==> src/ebp_pkg.sv <==
package ebp_pkg;

  // ----------------------------------------------------------------
  // Bus geometry
  // ----------------------------------------------------------------
  localparam int ADDR_W = 8;
  localparam int DATA_W = 32;
  localparam int IDX_W = 6;
  localparam int IDX_LSB = 2;
  localparam int BYTE_W = 8;
  localparam logic [DATA_W-BYTE_W-1:0] RD_PAD = 24'h000000;

  // ----------------------------------------------------------------
  // Register indices (byte address is four times the index)
  // ----------------------------------------------------------------
  localparam logic [IDX_W-1:0] IDX_UPPER_LATCH = 6'h00;
  localparam logic [IDX_W-1:0] IDX_LOWER_LATCH = 6'h01;
  localparam logic [IDX_W-1:0] IDX_UPPER_DIR = 6'h02;
  localparam logic [IDX_W-1:0] IDX_LOWER_DIR = 6'h03;
  localparam logic [IDX_W-1:0] IDX_RSVD_FIRST = 6'h04;
  localparam logic [IDX_W-1:0] IDX_RSVD_LAST = 6'h07;
  localparam logic [IDX_W-1:0] IDX_CTL_LATCH = 6'h08;
  localparam logic [IDX_W-1:0] IDX_CTL_DIR = 6'h09;
  localparam logic [IDX_W-1:0] IDX_CTL_ASSIGN = 6'h0A;
  localparam logic [IDX_W-1:0] IDX_MODE = 6'h0B;
  localparam logic [IDX_W-1:0] IDX_PULL = 6'h0C;
  localparam logic [IDX_W-1:0] IDX_LAST = 6'h0F;

  // ----------------------------------------------------------------
  // Field layout and reset values
  // ----------------------------------------------------------------
  localparam int MODE_LSB = 0;
  localparam int MODE_W = 3;
  localparam int EME_BIT = 7;
  localparam int PULL_E_BIT = 4;
  localparam logic [BYTE_W-1:0] RST_BYTE = 8'h00;
  localparam logic [BYTE_W-1:0] ALL_ONES = 8'hFF;
  localparam logic [BYTE_W-1:0] PE_IO_MASK = 8'hFC;
  localparam logic [BYTE_W-1:0] PE_PULL_MASK = 8'h9F;

  // ----------------------------------------------------------------
  // Operating modes
  // ----------------------------------------------------------------
  typedef enum logic [2:0] {
    MD_SPECIAL_SINGLE = 3'h0,
    MD_EMU_NARROW = 3'h1,
    MD_SPECIAL_TEST = 3'h2,
    MD_EMU_WIDE = 3'h3,
    MD_NORMAL_SINGLE = 3'h4,
    MD_NORMAL_NARROW = 3'h5,
    MD_PERIPHERAL = 3'h6,
    MD_NORMAL_WIDE = 3'h7
  } ebp_mode_t;

  localparam ebp_mode_t RST_MODE = MD_NORMAL_SINGLE;

  // ----------------------------------------------------------------
  // Bus slave states
  // ----------------------------------------------------------------
  typedef enum logic [2:0] {
    ST_IDLE = 3'b001,
    ST_EXT = 3'b010,
    ST_DONE = 3'b100
  } ebp_state_t;

  // ----------------------------------------------------------------
  // Carriers
  // ----------------------------------------------------------------
  typedef struct packed {
    logic [BYTE_W-1:0] sel;
    logic [BYTE_W-1:0] out;
    logic [BYTE_W-1:0] oe;
  } ebp_alt_t;

  typedef struct packed {
    logic valid;
    logic write;
    logic [ADDR_W-1:0] addr;
    logic [BYTE_W-1:0] wdata;
  } ebp_xreq_t;

endpackage : ebp_pkg

==> src/ebp_top.sv <==
`timescale 1ns/1ps
// Notes on behaviour
// - Upper port carries high address and data lines
// - Lower port carries low address, plus low data in wide modes, else plain pins
// - Direction one drives pin, zero floats it
// - Read returns pin if input, latch if output
// - Expanded or peripheral: ports leave map, go external
// - Direction registers reset to all zeros
// - Reserved locations read zero, writes ignored
// - Peripheral mode removes reserved locations from map
// - Control port 7:2 are I/O, 1:0 inputs
// - Assignment picks function, direction only for general use
// - One bit enables pulls; interrupt pins pull up
// - Control latch leaves map in peripheral or emulated
// - Interrupt pins never outputs, always readable
// - Control function overrides the direction bit
module ebp_top (
  // Clock and reset
  input wire logic pclk,
  input wire logic presetn,
  // APB slave
  input wire logic psel,
  input wire logic penable,
  input wire logic pwrite,
  input wire logic [ebp_pkg::ADDR_W-1:0] paddr,
  input wire logic [ebp_pkg::DATA_W-1:0] pwdata,
  output logic [ebp_pkg::DATA_W-1:0] prdata,
  output logic pready,
  output logic pslverr,
  // Accesses echoed to the external bus
  output ebp_pkg::ebp_xreq_t xbus_req,
  input wire logic xbus_ack,
  input wire logic [7:0] xbus_rdata,
  // External bus engine
  input wire logic [15:0] bus_addr,
  input wire logic [15:0] bus_wdata,
  input wire logic bus_data_phase,
  input wire logic bus_drive_data,
  output logic [15:0] bus_pin_data,
  // Control functions on the control port
  input wire logic [7:0] ctl_fn_out,
  input wire logic [7:0] ctl_fn_oe,
  // Upper port pins
  input wire logic [7:0] upper_pin_in,
  output logic [7:0] upper_pin_out,
  output logic [7:0] upper_pin_oe,
  // Lower port pins
  input wire logic [7:0] lower_pin_in,
  output logic [7:0] lower_pin_out,
  output logic [7:0] lower_pin_oe,
  // Control port pins
  input wire logic [7:0] ctl_pin_in,
  output logic [7:0] ctl_pin_out,
  output logic [7:0] ctl_pin_oe,
  output logic [7:0] ctl_pull_en
);
  import ebp_pkg::*;

  // ----------------------------------------------------------------
  // Registers
  // ----------------------------------------------------------------
  logic [7:0] upper_port_latch_r;
  logic [7:0] lower_port_latch_r;
  logic [7:0] upper_port_direction_r;
  logic [7:0] lower_port_direction_r;
  logic [7:0] control_port_latch_r;
  logic [7:0] control_port_direction_r;
  logic [7:0] control_port_assignment_r;
  ebp_mode_t mode_r;
  logic emulate_control_port_map_r;
  logic pull_en_r;
  ebp_state_t state_r;
  ebp_state_t state_nxt;
  logic [IDX_W-1:0] acc_idx_r;
  logic acc_int_r;
  logic [DATA_W-1:0] prdata_r;
  logic pready_r;
  logic pslverr_r;
  ebp_xreq_t xreq_r;
  logic [15:0] bus_pin_data_r;
  logic [7:0] ctl_pull_en_r;

  // ----------------------------------------------------------------
  // Pin synchronisers
  // ----------------------------------------------------------------
  logic [7:0] upper_pin_s;
  logic [7:0] lower_pin_s;
  logic [7:0] ctl_pin_s;

  ebp_sync #(.W(8)) u_sync_upper (
    .pclk(pclk),
    .presetn(presetn),
    .raw(upper_pin_in),
    .q(upper_pin_s)
  );

  ebp_sync #(.W(8)) u_sync_lower (
    .pclk(pclk),
    .presetn(presetn),
    .raw(lower_pin_in),
    .q(lower_pin_s)
  );

  ebp_sync #(.W(8)) u_sync_ctl (
    .pclk(pclk),
    .presetn(presetn),
    .raw(ctl_pin_in),
    .q(ctl_pin_s)
  );

  // ----------------------------------------------------------------
  // Mode decode
  // ----------------------------------------------------------------
  wire logic is_narrow = (mode_r == MD_NORMAL_NARROW) | (mode_r == MD_EMU_NARROW);
  wire logic is_wide = (mode_r == MD_NORMAL_WIDE) | (mode_r == MD_EMU_WIDE) |
                       (mode_r == MD_SPECIAL_TEST);
  wire logic is_expanded = is_narrow | is_wide;
  wire logic is_periph = (mode_r == MD_PERIPHERAL);
  wire logic ab_gone = is_expanded | is_periph;
  wire logic eme_gone = is_expanded & emulate_control_port_map_r;

  // ----------------------------------------------------------------
  // Bus function on the address/data ports
  // ----------------------------------------------------------------
  // Address goes out first, data follows in the data phase
  wire logic [7:0] upper_bus_byte = !bus_data_phase ? bus_addr[15:8] :
                                    is_wide ? bus_wdata[15:8] : bus_wdata[7:0];
  wire logic [7:0] lower_bus_byte = (is_wide & bus_data_phase) ? bus_wdata[7:0] :
                                    bus_addr[7:0];
  wire logic muxed_oe = !bus_data_phase | bus_drive_data;
  // In narrow mode the lower port never turns round: address only
  wire logic lower_bus_oe = is_narrow ? 1'b1 : muxed_oe;
  // In peripheral mode an outside master drives these pins
  wire logic [7:0] upper_alt_oe = is_expanded & muxed_oe ? ALL_ONES : RST_BYTE;
  wire logic [7:0] lower_alt_oe = is_expanded & lower_bus_oe ? ALL_ONES : RST_BYTE;
  wire logic [7:0] ab_alt_sel = ab_gone ? ALL_ONES : RST_BYTE;

  wire ebp_alt_t upper_alt = '{sel: ab_alt_sel, out: upper_bus_byte, oe: upper_alt_oe};
  wire ebp_alt_t lower_alt = '{sel: ab_alt_sel, out: lower_bus_byte, oe: lower_alt_oe};
  // Pins 1:0 have no assignment bit and no output path
  wire ebp_alt_t ctl_alt = '{
    sel: control_port_assignment_r & PE_IO_MASK,
    out: ctl_fn_out,
    oe: ctl_fn_oe
  };

  // ----------------------------------------------------------------
  // Port slices
  // ----------------------------------------------------------------
  logic [7:0] upper_rd;
  logic [7:0] lower_rd;
  logic [7:0] ctl_rd;
  logic [7:0] ctl_oe_q;

  ebp_port u_port_upper (
    .pclk(pclk),
    .presetn(presetn),
    .latch(upper_port_latch_r),
    .dir(upper_port_direction_r),
    .io_mask(ALL_ONES),
    .rd_val(upper_rd),
    .alt(upper_alt),
    .pin_in(upper_pin_s),
    .pin_out_r(upper_pin_out),
    .pin_oe_r(upper_pin_oe)
  );

  ebp_port u_port_lower (
    .pclk(pclk),
    .presetn(presetn),
    .latch(lower_port_latch_r),
    .dir(lower_port_direction_r),
    .io_mask(ALL_ONES),
    .rd_val(lower_rd),
    .alt(lower_alt),
    .pin_in(lower_pin_s),
    .pin_out_r(lower_pin_out),
    .pin_oe_r(lower_pin_oe)
  );

  // The mask keeps pins 1:0 inputs whatever software or the alternate side asks
  ebp_port u_port_ctl (
    .pclk(pclk),
    .presetn(presetn),
    .latch(control_port_latch_r),
    .dir(control_port_direction_r),
    .io_mask(PE_IO_MASK),
    .rd_val(ctl_rd),
    .alt(ctl_alt),
    .pin_in(ctl_pin_s),
    .pin_out_r(ctl_pin_out),
    .pin_oe_r(ctl_oe_q)
  );

  assign ctl_pin_oe = ctl_oe_q;

  // ----------------------------------------------------------------
  // Address decode
  // ----------------------------------------------------------------
  wire logic setup = psel & !penable;
  wire logic [IDX_W-1:0] idx = paddr[IDX_LSB +: IDX_W];
  wire logic idx_mapped = (idx <= IDX_LAST);
  wire logic idx_is_ab = (idx <= IDX_LOWER_DIR);
  wire logic idx_is_rsvd = ((idx >= IDX_RSVD_FIRST) & (idx <= IDX_RSVD_LAST)) |
                           (idx > IDX_PULL);
  wire logic in_map = idx_is_ab ? !ab_gone :
                      idx_is_rsvd ? !is_periph :
                      (idx == IDX_CTL_LATCH) ? !(is_periph | eme_gone) :
                      (idx == IDX_CTL_DIR) ? !(ab_gone | eme_gone) :
                      (idx == IDX_CTL_ASSIGN) ? !ab_gone : 1'b1;
  wire logic go_ext = idx_mapped & !in_map;

  // ----------------------------------------------------------------
  // Read selection
  // ----------------------------------------------------------------
  wire logic [7:0] mode_rd = {emulate_control_port_map_r, 4'h0, mode_r};
  wire logic [7:0] pull_rd = {3'h0, pull_en_r, 4'h0};
  wire logic [7:0] rd_byte = (idx == IDX_UPPER_LATCH) ? upper_rd :
                             (idx == IDX_LOWER_LATCH) ? lower_rd :
                             (idx == IDX_UPPER_DIR) ? upper_port_direction_r :
                             (idx == IDX_LOWER_DIR) ? lower_port_direction_r :
                             (idx == IDX_CTL_LATCH) ? ctl_rd :
                             (idx == IDX_CTL_DIR) ? control_port_direction_r :
                             (idx == IDX_CTL_ASSIGN) ? control_port_assignment_r :
                             (idx == IDX_MODE) ? mode_rd :
                             (idx == IDX_PULL) ? pull_rd : RST_BYTE;

  // ----------------------------------------------------------------
  // Bus slave sequencing
  // ----------------------------------------------------------------
  // Writes land only at the handshake edge, so software that reads a port
  // right after changing its direction already reads through the new direction on that access
  wire logic handshake = (state_r == ST_DONE) & psel & penable;
  wire logic wr_fire = handshake & pwrite & acc_int_r;
  wire logic [7:0] wbyte = pwdata[BYTE_W-1:0];

  always_comb begin
    state_nxt = state_r;
    case (state_r)
      ST_IDLE: begin
        if (setup) begin
          state_nxt = go_ext ? ST_EXT : ST_DONE;
        end
      end
      ST_EXT: begin
        if (xbus_ack) begin
          state_nxt = ST_DONE;
        end
      end
      ST_DONE: begin
        if (handshake) begin
          state_nxt = ST_IDLE;
        end
      end
      default: begin
        state_nxt = ST_IDLE;
      end
    endcase
  end

  always_ff @(posedge pclk or negedge presetn) begin
    if (!presetn) begin
      state_r <= ST_IDLE;
      acc_idx_r <= '0;
      acc_int_r <= 1'b0;
    end else begin
      state_r <= state_nxt;
      if (state_r == ST_IDLE && setup) begin
        acc_idx_r <= idx;
        acc_int_r <= idx_mapped & in_map;
      end
    end
  end

  always_ff @(posedge pclk or negedge presetn) begin
    if (!presetn) begin
      prdata_r <= '0;
      pready_r <= 1'b0;
      pslverr_r <= 1'b0;
    end else if (state_r == ST_IDLE && setup && !go_ext) begin
      prdata_r <= {RD_PAD, rd_byte};
      pready_r <= 1'b1;
      pslverr_r <= !idx_mapped;
    end else if (state_r == ST_EXT && xbus_ack) begin
      prdata_r <= {RD_PAD, xbus_rdata};
      pready_r <= 1'b1;
    end else if (handshake) begin
      pready_r <= 1'b0;
      pslverr_r <= 1'b0;
    end
  end

  // Out-of-map accesses are echoed on the external bus until it acknowledges
  always_ff @(posedge pclk or negedge presetn) begin
    if (!presetn) begin
      xreq_r <= '0;
    end else if (state_r == ST_IDLE && setup && go_ext) begin
      xreq_r <= '{valid: 1'b1, write: pwrite, addr: paddr, wdata: wbyte};
    end else if (xbus_ack) begin
      xreq_r.valid <= 1'b0;
    end
  end

  // ----------------------------------------------------------------
  // Register writes
  // ----------------------------------------------------------------
  wire logic wr_upper_latch = wr_fire & (acc_idx_r == IDX_UPPER_LATCH);
  wire logic wr_lower_latch = wr_fire & (acc_idx_r == IDX_LOWER_LATCH);
  wire logic wr_upper_dir = wr_fire & (acc_idx_r == IDX_UPPER_DIR);
  wire logic wr_lower_dir = wr_fire & (acc_idx_r == IDX_LOWER_DIR);
  wire logic wr_ctl_latch = wr_fire & (acc_idx_r == IDX_CTL_LATCH);
  wire logic wr_ctl_dir = wr_fire & (acc_idx_r == IDX_CTL_DIR);
  wire logic wr_ctl_assign = wr_fire & (acc_idx_r == IDX_CTL_ASSIGN);
  wire logic wr_mode = wr_fire & (acc_idx_r == IDX_MODE);
  wire logic wr_pull = wr_fire & (acc_idx_r == IDX_PULL);

  always_ff @(posedge pclk or negedge presetn) begin
    if (!presetn) begin
      upper_port_latch_r <= RST_BYTE;
      lower_port_latch_r <= RST_BYTE;
      upper_port_direction_r <= RST_BYTE;
      lower_port_direction_r <= RST_BYTE;
    end else begin
      if (wr_upper_latch) upper_port_latch_r <= wbyte;
      if (wr_lower_latch) lower_port_latch_r <= wbyte;
      if (wr_upper_dir) upper_port_direction_r <= wbyte;
      if (wr_lower_dir) lower_port_direction_r <= wbyte;
    end
  end

  // Direction and assignment bits 1:0 stay zero: those pins are inputs only
  always_ff @(posedge pclk or negedge presetn) begin
    if (!presetn) begin
      control_port_latch_r <= RST_BYTE;
      control_port_direction_r <= RST_BYTE;
      control_port_assignment_r <= RST_BYTE;
    end else begin
      if (wr_ctl_latch) control_port_latch_r <= wbyte;
      if (wr_ctl_dir) control_port_direction_r <= wbyte & PE_IO_MASK;
      if (wr_ctl_assign) control_port_assignment_r <= wbyte & PE_IO_MASK;
    end
  end

  always_ff @(posedge pclk or negedge presetn) begin
    if (!presetn) begin
      mode_r <= RST_MODE;
      emulate_control_port_map_r <= 1'b0;
      pull_en_r <= 1'b0;
    end else begin
      if (wr_mode) mode_r <= ebp_mode_t'(wbyte[MODE_LSB +: MODE_W]);
      if (wr_mode) emulate_control_port_map_r <= wbyte[EME_BIT];
      if (wr_pull) pull_en_r <= wbyte[PULL_E_BIT];
    end
  end

  // ----------------------------------------------------------------
  // Pull control and bus-side pin capture
  // ----------------------------------------------------------------
  // Pull sense on 1:0 is always up; other pins' sense is fixed by the pad ring
  wire logic [7:0] pull_nxt = pull_en_r ? (PE_PULL_MASK & ~ctl_oe_q) : RST_BYTE;

  always_ff @(posedge pclk or negedge presetn) begin
    if (!presetn) begin
      ctl_pull_en_r <= RST_BYTE;
      bus_pin_data_r <= '0;
    end else begin
      ctl_pull_en_r <= pull_nxt;
      bus_pin_data_r <= {upper_pin_s, lower_pin_s};
    end
  end

  // ----------------------------------------------------------------
  // Outputs
  // ----------------------------------------------------------------
  assign prdata = prdata_r;
  assign pready = pready_r;
  assign pslverr = pslverr_r;
  assign xbus_req = xreq_r;
  assign bus_pin_data = bus_pin_data_r;
  assign ctl_pull_en = ctl_pull_en_r;

endmodule : ebp_top

==> src/ebp_sync.sv <==
`timescale 1ns/1ps
module ebp_sync #(
  parameter int W = 8
) (
  // Clock and reset
  input wire logic pclk,
  input wire logic presetn,
  // Asynchronous pins in, settled value out
  input wire logic [W-1:0] raw,
  output logic [W-1:0] q
);
  logic [W-1:0] ff1_r;
  logic [W-1:0] ff2_r;
  logic [W-1:0] ff3_r;
  logic [W-1:0] q_r;
  wire logic [W-1:0] agree = ~(ff2_r ^ ff3_r);

  // A bit changes only once two late stages agree, filtering one-cycle glitches
  always_ff @(posedge pclk or negedge presetn) begin
    if (!presetn) begin
      ff1_r <= '0;
      ff2_r <= '0;
      ff3_r <= '0;
      q_r <= '0;
    end else begin
      ff1_r <= raw;
      ff2_r <= ff1_r;
      ff3_r <= ff2_r;
      q_r <= (agree & ff3_r) | (~agree & q_r);
    end
  end

  assign q = q_r;
endmodule : ebp_sync

==> src/ebp_port.sv <==
`timescale 1ns/1ps
module ebp_port (
  // Clock and reset
  input wire logic pclk,
  input wire logic presetn,
  // Software view
  input wire logic [7:0] latch,
  input wire logic [7:0] dir,
  input wire logic [7:0] io_mask,
  output logic [7:0] rd_val,
  // Alternate function
  input wire ebp_pkg::ebp_alt_t alt,
  // Pins
  input wire logic [7:0] pin_in,
  output logic [7:0] pin_out_r,
  output logic [7:0] pin_oe_r
);
  import ebp_pkg::*;

  wire logic [7:0] gpio_oe = dir & io_mask;
  wire logic [7:0] oe_nxt = (alt.sel & alt.oe & io_mask) | (~alt.sel & gpio_oe);
  wire logic [7:0] out_nxt = (alt.sel & alt.out) | (~alt.sel & latch);

  // Output bits read the latch, input bits read the settled pin
  assign rd_val = (dir & latch) | (~dir & pin_in);

  always_ff @(posedge pclk or negedge presetn) begin
    if (!presetn) begin
      pin_out_r <= RST_BYTE;
      pin_oe_r <= RST_BYTE;
    end else begin
      pin_out_r <= out_nxt;
      pin_oe_r <= oe_nxt;
    end
  end
endmodule : ebp_port

==> config.mk <==
export PLATFORM = sky130hd
export DESIGN_NAME = ebp_top
export DESIGN_NICKNAME = d
export VERILOG_FILES = /design/src/ebp_pkg.sv /design/src/ebp_top.sv /design/src/ebp_sync.sv /design/src/ebp_port.sv
export SDC_FILE = /design/constraint.sdc
export NUM_CORES = 1
export LEC_CHECK = 0
export ABC_CLOCK_PERIOD_IN_PS = 3340
export BUFFER_PORTS_ARGS = -buffer_cell sky130_fd_sc_hd__buf_4
export CORE_MARGIN = 5
export CORE_UTILIZATION = 30
export DETAILED_ROUTE_END_ITERATION = 10
export PLACE_DENSITY_LB_ADDON = 0.25
export REMOVE_ABC_BUFFERS = 1
export SYNTH_ARGS = -nofsm -noshare
export SYNTH_HDL_FRONTEND = slang
export SYNTH_SLANG_ARGS = --single-unit
==> constraint.sdc <==
create_clock -name pclk -period 3.34 [get_ports pclk]
set_input_delay 0.167 -clock pclk [delete_from_list [all_inputs] [get_ports pclk]]
set_output_delay 0.167 -clock pclk [all_outputs]
set_load 0.02 [all_outputs]
After elaboration in Yosys (flattened, before gate mapping)
Index checks and enable logic that the tools add are counted.
{"block": "word_totals", "elab_cells": 212, "ff_bits": 287, "output_inout_bits": 124}
{"block": "op_classes", "bitwise_logic": 81, "muxes": 36, "reduce_logical": 21, "n_eq_ne": 29, "order_cmp": 5}
{"cell": "8-bit bitwise AND", "n": 24}
{"cell": "8-bit 2-to-1 mux", "n": 15}
{"cell": "8-bit NOT", "n": 12}
{"cell": "8-bit bitwise OR", "n": 12}
{"cell": "32-bit 2-to-1 mux", "n": 2}
{"cell": "6-bit by 4-bit equality test with 1-bit output, second input constant", "n": 10}
{"cell": "6-bit by 2-bit equality test with 1-bit output, second input constant", "n": 4}
{"cell": "8-bit XOR", "n": 3}
{"cell": "1-bit bitwise AND", "n": 21}
{"cell": "1-bit 2-to-1 mux", "n": 13}
{"cell": "3-bit equality test, second input constant", "n": 4}
{"cell": "6-bit by 1-bit equality test with 1-bit output, second input constant", "n": 2}
{"cell": "6-bit zero test", "n": 2}
{"cell": "3-bit 2-to-1 mux", "n": 4}
{"cell": "3-bit by 2-bit equality test with 1-bit output, second input constant", "n": 3}
{"cell": "1-bit zero test", "n": 9}
{"cell": "1-bit bitwise OR", "n": 9}
{"cell": "3-bit one-hot mux with 3 select lines", "n": 1}
{"cell": "2-bit inequality test, second input constant", "n": 4}
{"cell": "3-bit by 1-bit equality test with 1-bit output, second input constant", "n": 2}
{"cell": "6-bit by 3-bit greater-or-equal comparator with 1-bit output, second input constant", "n": 1}
{"cell": "6-bit by 4-bit greater-than comparator with 1-bit output, second input constant", "n": 1}
{"cell": "6-bit by 2-bit <= comparator with 1-bit output, second input constant", "n": 1}
{"cell": "6-bit by 3-bit <= comparator with 1-bit output, second input constant", "n": 1}
{"cell": "other kinds (7)", "n": 12}

Depth between registers and ports, before layout
Gate-level depths: netlist (run 1).
{"block": "depth", "ltp_word": 17, "depth_mapped": 7}

By module
Synthesis (run 1) repeated with hierarchy kept, for this count alone.
{"block": "unflattened", "hier_cells": 686, "area_unflattened_um2": 10357.4}
{"module": "ebp_top", "seq_area_each_um2": 2930.3, "area_each_um2": 5462.7, "cells_per_inst": 422, "n_inst": 1}
{"module": "ebp_sync", "seq_area_each_um2": 800.8, "area_each_um2": 890.9, "cells_per_inst": 40, "n_inst": 3}
{"module": "ebp_port", "seq_area_each_um2": 400.4, "area_each_um2": 740.7, "cells_per_inst": 48, "n_inst": 3}

Worst setup path before layout (run 1)
No wires, ideal clock.
{"block": "synth_timing", "path_kind": "reg2reg", "start": "register acc_idx_r[5]", "end": "register emulate_control_port_map_r", "setup_ns": 0.125, "slack_ns": 1.395, "path_stages_with_launch": 7, "arrival_ns": 1.820, "t_required_ns": 3.215, "synth_period_minus_slack_ns": 1.945, "n_path_buf": 1, "cell_sequence": "dfrtp_1 > nor4bb_1 > nand4_1 > nor3b_1 > and3_1 > clkbuf_1 > mux2_2"}
{"block": "synth_via", "elab_chain_len": 2}
{"element": "start: declaration", "line_no": "ebp_top.sv:74", "source": "logic [IDX_W-1:0] acc_idx_r;"}
{"element": "start signal: assignment", "line_no": "ebp_top.sv:269", "source": "acc_idx_r <= idx;"}
{"element": "6-bit by 4-bit equality test with 1-bit output", "line_no": "ebp_top.sv:314", "source": "wire logic wr_mode = wr_fire & (acc_idx_r == IDX_MODE);"}
{"element": "1-bit bitwise AND", "line_no": "ebp_top.sv:314"}
{"element": "end signal: assignment", "line_no": "ebp_top.sv:351", "source": "if (wr_mode) emulate_control_port_map_r <= wbyte[EME_BIT];"}
{"element": "end: declaration", "line_no": "ebp_top.sv:70", "source": "logic emulate_control_port_map_r;"}
No other way between the ends.
A chain may end at the register's enable or synchronous reset.

Worst setup path in the final report (run 1)
{"block": "layout_timing", "start": "register mode_r[0]", "end": "register u_port_lower.pin_out_r[7]"}
{"block": "layout_via", "elab_chain_len": 9, "elab_cells_between_ends": 18, "classes_between": "eq/ne: 6; mux: 2; bitwise: 10"}
{"element": "start: declaration", "line_no": "ebp_top.sv:69", "source": "ebp_mode_t mode_r;"}
{"element": "start signal: assignment", "line_no": "ebp_top.sv:350", "source": "if (wr_mode) mode_r <= ebp_mode_t'(wbyte[MODE_LSB +: MODE_W]);"}
{"element": "3-bit equality test or 3-bit by 2-bit equality test with 1-bit output (tied branches)", "line_no": "ebp_top.sv:115", "source": "wire logic is_wide = (mode_r == MD_NORMAL_WIDE) | (mode_r == MD_EMU_WIDE) |"}
{"element": "1-bit bitwise OR (2 in series)", "line_no": "ebp_top.sv:115"}
{"element": "1-bit bitwise OR", "line_no": "ebp_top.sv:117", "source": "wire logic is_expanded = is_narrow | is_wide;"}
{"element": "1-bit bitwise OR", "line_no": "ebp_top.sv:119", "source": "wire logic ab_gone = is_expanded | is_periph;"}
{"element": "8-bit 2-to-1 mux", "line_no": "ebp_top.sv:136", "source": "wire logic [7:0] ab_alt_sel = ab_gone ? ALL_ONES : RST_BYTE;"}
{"element": "8-bit NOT", "line_no": "ebp_port.sv:22", "source": "wire logic [7:0] out_nxt = (alt.sel & alt.out) | (~alt.sel & latch);"}
{"element": "8-bit bitwise AND", "line_no": "ebp_port.sv:22"}
{"element": "8-bit bitwise OR (*)", "line_no": "ebp_port.sv:22"}
{"element": "via u_port_lower.out_nxt[7]", "line_no": "ebp_port.sv:22"}
{"element": "end signal: assignment", "line_no": "ebp_port.sv:32", "source": "pin_out_r <= out_nxt;"}
{"element": "end: declaration", "line_no": "ebp_port.sv:15", "source": "output logic [7:0] pin_out_r,"}
The timed path passes the listed nets; every way through them passes the cells marked *.

==> metrics.md, run 1 <==
| Metric | Value |
|---|---|
| FF-to-FF Start | `mode_r[0]` |
| RR Endpoint | `u_port_lower.pin_out_r[7]` |
| Synthesized instance count | `714` |
| Drc violations | `0` |
| Layout area overhead | `36.1%` |
| Final ANT Viol Nets | `0` |
| Final Net Count | `1121` |
| Core area | `~0.033 mm^2` |
| IR Drop Worst-Case VDD | `about 420 uV` |
| Crit path kind | `register to register` |
| Syn Area/Cell | `13.9 um^2` |
| Reg2reg setup slack | `between 700 and 800 ps` |
| Final GP Congestion | `0.789` |
| Hold endpoint | `u_port_lower.pin_out_r[5]` |
| Yosys cell types | `slightly above 50` |
| Clock-pin slew on the worst setup and hold paths | `roughly 60 ps` |
| Post-synthesis mux area share | `0.144` |
| Status | `finished, final reports clean` |
| Max-slew violation count | `0` |
| WL/cell | `slightly below 20 um` |
| Max cap viols | `0` |
| HP Class | `input port to register` |
| First-pass detailed-route iteration total | `4` |
| Dominant synthesized flop cell | `dfrtp_1` |
| Vias in the first global route | `about 7000` |
| Total wire length | `approximately 28000 um` |
| # IOs | `about 250` |
| Tmin final | `about 2600 ps` |
| Pleak | `between 6 and 7 nW` |
| Seq/Total Area, Yosys | `0.652` |
| Clock tree sinks | `between 200 and 300` |
| Rel. slew slack | `0.328` |
| Setup crit end kind | `register` |
| DR vias | `roughly 6600` |
| Die Wd | `between 150 and 200 um` |
| FF+latch count, synth | `~260` |
| EDFF count, synth | `0` |
| Die height | `about 190 um` |
| Final setup fails | `0` |
| CTS H-tree depth | `1` |
| Vias per cell | `about 4.5` |
| F_max | `0.379 GHz` |
| Site row count | `66` |
| Share of cells above drive strength 1 | `0.351` |
| GRT overflow | `0` |
| R2R depth | `6` |
| Skew final | `approximately 24 ps` |
| First-pass GRT wire length | `42100 um` |
| Final worst setup slack | `around 700 ps` |
| Final period util | `0.790` |
| CP required | `about 3700 ps` |
| Crit-path max FO | `12` |
| Critical path startpoint category | `register` |
| Hold path depth | `3` |
| Largest net degree at the start of global routing | `111` |
| RSZ-0062 raised after global routing | `false` |
| Worst skew pair latency | `between 500 and 600 ps` |
| Clk root buf | `clkbuf_16` |
| Netlist Area Pre-Place | `0.00991 mm^2` |
| Placement Setup Slack | `~830 ps` |
| Setup TNS | `0 ps` |
| FFs w/ async S/R, synth | `1.00` |
| Pwr per Cell Area | `around 530 mW/mm^2` |
| YS warnings | `0` |
| CTS tree | `done` |
| # port buffers | `about 200` |
| DRT iter0 DRCs | `305` |
| Crit path from | `mode_r[0]` |
| Die Footprint | `0.0368 mm^2` |
| Clock Path Buffers | `3` |
| Worst Max-Slew Pin Slew | `about 1000 ps` |
| Synth Area in Adders | `0.0242` |
| Initial Util | `0.304` |
| Post-CTS resize count | `0` |
| GRT Resource Usage Total | `0.149` |
| Hold Vio Cnt, Final | `0` |
| Max reg flops | `18` |
| DP HPWL | `just under 20000 um` |
| Worst path arrival time | `~3000 ps` |
| Post-Synth Simple-Gate Area | `0.0655` |
| Post-synthesis xor/xnor area fraction | `0` |
| Initial antenna violation count | `3` |
| Main combinational cell family by area after synthesis | `multiplexers` |
| N_diodes | `0` |
| CTS Buf Count | `29` |
| Min-delay src | `bus_addr[5]` |
| Compound-Gate Fraction of Synth Area | `0.0777` |
## worst max path at each step
stage / endpoint / slack (ps) / cells after the start
after floorplan: xbus_req[0] / 30 / 5
after global placement: xbus_req[9] / 950 / 5
after detailed placement: state_r[2] / 830 / 5
after CTS: u_port_lower.pin_out_r[7] / 650 / 6
after global routing: u_port_lower.pin_out_r[7] / 550 / 6
final: u_port_lower.pin_out_r[7] / 700 / 6
## cell families (layout without fill, tap and decap cells)
group                    count (synthesis)  in the layout
AO/OA/AOI/OAI                          110            110
adder cells (fa/ha/maj)                 24             24
buffers and inverters                   63            334
flip-flops                             258            258
multiplexers                           127            127
other                                    1             28
AND/OR/NAND/NOR                        131            131
## worst max-delay path, stage by stage (launching register included)
cell and delay (ps):
dfrtp_1 440, nand2b_1 580, nand3_1 310, buf_4 270
mux2i_1 190, dlygate4sd3_1 600, o21ai_0 80
## per-layer routing
| metal | routed length, um | share of wire | global-route usage |
|---|---|---|---|
| met5 | 48 | 0.0017 | 0 |
| met4 | 524 | 0.019 | 0.0307 |
| met3 | 1990 | 0.071 | 0.0414 |
| met2 | 13600 | 0.49 | 0.253 |
| met1 | 11800 | 0.42 | 0.193 |
## power breakdown
part / internal [mW] / leakage [nW] / switching [mW]
Clock: 1.91 / 0.464 / 1.21
Combinational: 0.282 / 2.91 / 0.324
Sequential: 3.26 / 3.30 / 0.0846
## area by class of cell
type                       instances  area [um^2]
clock buffer                      44          862
clock inverter                     6         86.3
fill                            3075        19100
inverter                           8         30.0
multi-input combinational        420         3220
sequential                       258         6460
tap                              442          553
timing repair buffer             276         2280
## synthesized netlist by cell type (2+ instances only)
master / n / area, um^2
dfrtp_1: 256 / 6410
mux2_2: 91 / 1020
nand2_1: 42 / 158
buf_4: 29 / 218
mux2i_1: 29 / 290
a21o_1: 24 / 180
maj3_1: 24 / 240
nor2_1: 24 / 90.1
nand3_1: 21 / 105
o21ai_0: 20 / 100
a21oi_1: 18 / 90.1
clkbuf_1: 18 / 67.6
nor2b_1: 13 / 81.3
a311oi_1: 9 / 78.8
o211ai_1: 9 / 67.6
inv_1: 8 / 30.0
nor3b_1: 7 / 52.6
a31oi_1: 6 / 37.5
mux2_4: 6 / 90.1
nand2b_1: 5 / 31.3
nor3_1: 5 / 25.0
a221oi_1: 4 / 35.0
and2_1: 4 / 25.0
buf_1: 4 / 15.0
and3_1: 3 / 18.8
a211oi_1: 2 / 15.0
a22oi_1: 2 / 15.0
buf_2: 2 / 10.0
buf_6: 2 / 22.5
dfstp_2: 2 / 52.6
nor4bb_1: 2 / 20.0
o2111ai_1: 2 / 17.5
o21a_1: 2 / 15.0
o41ai_1: 2 / 17.5
## per-stage QoR
stage | utilization | cells | power [mW] | hold slack (ps) | cell area [um^2]
2_1_floorplan | - | 686 | 3.60 | -129 | 9680
3_3_place_gp | 0.363 | 1333 | 3.94 | 276 | 11800
3_5_place_dp | 0.363 | 1333 | 3.95 | 277 | 11800
4_1_cts | 0.414 | 1454 | 7.22 | 4.84 | 13500
5_1_grt | 0.414 | 1454 | 7.40 | 8.45 | 13500
6_report | 0.414 | 1454 | 7.08 | 18.2 | 13500
## repair_timing
action | in CTS | in global routing
setup buffers | 0 | 0
hold endpoints to repair | 229 | 0
hold buffers | 71 | 0
## cells in the final DEF (no fill, tap or decap), types with 13 or more instances in the layout
cell type and count:
mux2_2 91, maj3_1 24, buf_4 202, dfrtp_1 256, a21oi_1 18, nor2_1 23, nand3_1 21, mux2i_1 29
nor2b_1 13, o21ai_0 20, a21o_1 24, dlygate4sd3_1 71, clkbuf_16 29, conb_1 28, nand2_1 42
(Power assumes the default switching activity.)
==> run 2: changes to the inputs <==
Settings changed: ABC_AREA set to 1, ABC_CLOCK_PERIOD_IN_PS 3340 to 2250.
Clock period 3.34 ns to 2.25 ns, I/O delays scaled along.
==> run 2 against run 1 <==
Compared with the run above:
- synthesized area is 1.0% lower
- critical path type unchanged
- die area is 0.95% lower
- design area is 2.1% higher
- sequential share of layout area is 0.98 points lower
- sequential power is 55% higher
- flip-flop and latch count stayed put
- global-route usage is 0.070 points higher
- clock skew is 12 ps lower
- register-to-register slack worse by 600 ps
- core utilization is 1.1 points higher
- highest routed layer is now met4
- worst hold slack better by 87 ps
- wire length is 0.77% lower
==> metrics.md, run 2 <==
| Metric | Value |
|---|---|
| Setup crit end kind | `register` |
| Crit-path max FO | `17` |
| Die Footprint | `between 0.03 and 0.04 mm^2` |
| WL/cell | `around 16 um` |
| Synth top area share | `0.653` |
| Fillers | `slightly above 3000` |
| EDFF count, synth | `0` |
| Tmin final | `2140 ps` |
| YS warnings | `0` |
| First-pass detailed-route iteration total | `5` |
| Most used cell, CP | `nand2_1` |
| Core area | `~0.032 mm^2` |
| Worst path arrival time | `about 2600 ps` |
| Synthesized instance count | `around 930` |
| Placed cells | `1564` |
| Clock tree sinks | `approximately 260` |
| FFs w/ async S/R, synth | `1.00` |
| Die height | `about 190 um` |
| Final GP Congestion | `between 0.8 and 0.9` |
| Critical path startpoint category | `register` |
| Top post-synthesis cells by area | `dfrtp_1 65%, nand2_1 9.2%, o21ai_0 3.4%` |
| Setup Fix Bufs, Post-CTS | `0` |
| Final worst setup slack | `105 ps` |
| DRT iter0 DRCs | `around 420` |
| CTS tree | `done` |
| Clock-pin slew on the worst setup and hold paths | `~60 ps` |
| Skew final | `about 12 ps` |
| Seq/Total Area, Yosys | `0.658` |
| Share of cells above drive strength 1 | `0.244` |
| DP HPWL | `around 20000 um` |
| Crit path max-delay family | `buffers and inverters` |
| Register Area | `0.00646 mm^2` |
| N_diodes | `0` |
| Slowest CP cell | `dlygate4sd3_1` |
| Layout area overhead | `40.3%` |
| Initial Util | `0.302` |
| Finished Layout Cells | `about 1700` |
| Max reg flops | `18` |
| Site row count | `between 60 and 70` |
| Placed cell area | `between 0.01 and 0.015 mm^2` |
| Max incr delay on CP | `~570 ps` |
| Max-slew violation count | `0` |
| Final ANT Viol Nets | `0` |
| CTS Buf Count | `29` |
| CP required | `roughly 2700 ps` |
| Setup TNS | `0 ps` |
| Total wire length | `27800 um` |
| Synth area leader | `dfrtp_1` |
| Vias in the first global route | `roughly 7600` |
| Final setup fails | `0` |
| Hold Vio Cnt, Final | `0` |
| Largest net degree at the start of global routing | `65` |
| Syn Area/Cell | `around 11 um^2` |
| Most frequent cells in the layout | `256 x dfrtp_1, 239 x nand2_1, 212 x buf_4, 99 x dlygate4sd3_1, 67 x o21ai_0` |
| Clk root buf | `clkbuf_16` |
| Pwr per Cell Area | `about 820 mW/mm^2` |
| Final Net Count | `between 1000 and 1500` |
| Drc violations | `0` |
| Die Wd | `191 um` |
| CTS H-tree depth | `1` |
| Placement Setup Slack | `about 300 ps` |
| Design Power | `around 11 mW` |
| Hold Slack | `105 ps` |
| FF+latch count, synth | `around 260` |
| Final Util | `0.424` |
| RSZ-0062 raised after global routing | `true` |
| # IOs | `~250` |
| Initial antenna violation count | `0` |
| Pleak | `about 6.6 nW` |
| DR vias | `~7500` |
| Worst skew pair latency | `540 ps` |
| Worst Max-Slew Pin Slew | `approximately 500 ps` |
| Vias per cell | `4.36` |
| Dominant synthesized flop cell | `dfrtp_1` |
| Post-route cell area | `~0.014 mm^2` |
| Area occupied by multi-input gates | `just under 0.003 mm^2` |
| Cell with the most instances after synthesis | `dfrtp_1` |
| Status | `finished, final reports clean` |
| First-pass GRT wire length | `~43000 um` |
| Clock Path Buffers | `3` |
| Most common cell after layout, fill and taps aside | `dfrtp_1` |
| Final period util | `0.953` |
| Netlist Area Pre-Place | `0.00981 mm^2` |
| Crit path kind | `register to register` |
| # port buffers | `between 150 and 200` |
| Reg2reg setup slack | `approximately 110 ps` |
| F_max | `~0.47 GHz` |
| Rel. slew slack | `0.664` |
| CP bufs+invs | `4` |
| IR Drop Worst-Case VDD | `about 480 uV` |
| Crit path cell chain | `inv_2, nand2_1, inv_1, nor2_2, buf_4, nand2_2, nand2_1, a31oi_1, dlygate4sd3_1` |
| HP Class | `input port to asynchronous set/reset pin` |
| Most frequent cells after synthesis | `256 x dfrtp_1, 240 x nand2_1, 67 x o21ai_0, 60 x inv_1, 47 x nor2_1` |
| Yosys cell types | `37` |
| Max cap viols | `0` |
| GRT overflow | `0` |
| GRT Resource Usage Total | `0.150` |
run 2: logic make-up after synthesis:
kind of cell	count (synthesis)	share of synthesized area
adders and majority gates	24	0.0245
AOI/OAI and AO/OA	141	0.0787
DFF	258	0.658
muxes	15	0.0166
buffers and inverters	118	0.0575
other	1	0.000382
and+or+nand+nor	371	0.164
run 2: cell type report:
| class | instances | share of cell area |
|---|---|---|
| sequential | 258 | 0.469 |
| inverter | 70 | 0.0191 |
| clock inverter | 11 | 0.0103 |
| tap | 442 | 0.0402 |
| multi-input combinational | 579 | 0.210 |
| clock buffer | 41 | 0.0596 |
| timing repair buffer | 314 | 0.192 |
run 2: worst paths after layout:
check,from,to,cells past startpoint
setup / recovery,mode_r[0],u_port_lower.pin_out_r[3],9
hold / removal,presetn,lower_port_latch_r[6],2
setup reg to reg,mode_r[0],u_port_lower.pin_out_r[3],9
hold reg to reg,u_sync_ctl.ff1_r[7],u_sync_ctl.ff2_r[7],0
max in group asynchronous,presetn,state_r[0],3
min in group pclk,ctl_pin_in[4],u_sync_ctl.ff1_r[4],2
run 2: what timing repair did:
action	4_1_cts	5_1_grt
gates resized for setup	0	1
hold buffers	99	0
setup endpoints to repair	0	8
endpoints found under the hold margin	290	0
run 2: layer usage:
metal  vias to the layer above  GRT usage  wire length [um]
met4                         0     0.0331               499
met3                        35     0.0311              2060
met5                         -          0                 0
met1                      3577      0.214             12700
li1                       3630          -                 -
met2                       241      0.238             12500
run 2: worst reg2reg max path, cell delays in order (launching register included):
cell and delay, ps:
dfrtp_1 410, inv_2 60, nand2_1 70, inv_1 60, nor2_2 220, buf_4 300, nand2_2 170, nand2_1 110
a31oi_1 70, dlygate4sd3_1 570
run 2: power by group:
| part | leakage, nW | internal (mW) | total, mW | switching [mW] |
|---|---|---|---|---|
| clock | 0.476 | 2.87 | 4.71 | 1.84 |
| combinational | 2.87 | 0.616 | 1.43 | 0.819 |
| sequential | 3.27 | 4.99 | 5.20 | 0.206 |
| total | 6.62 | 8.48 | 11.3 | 2.87 |
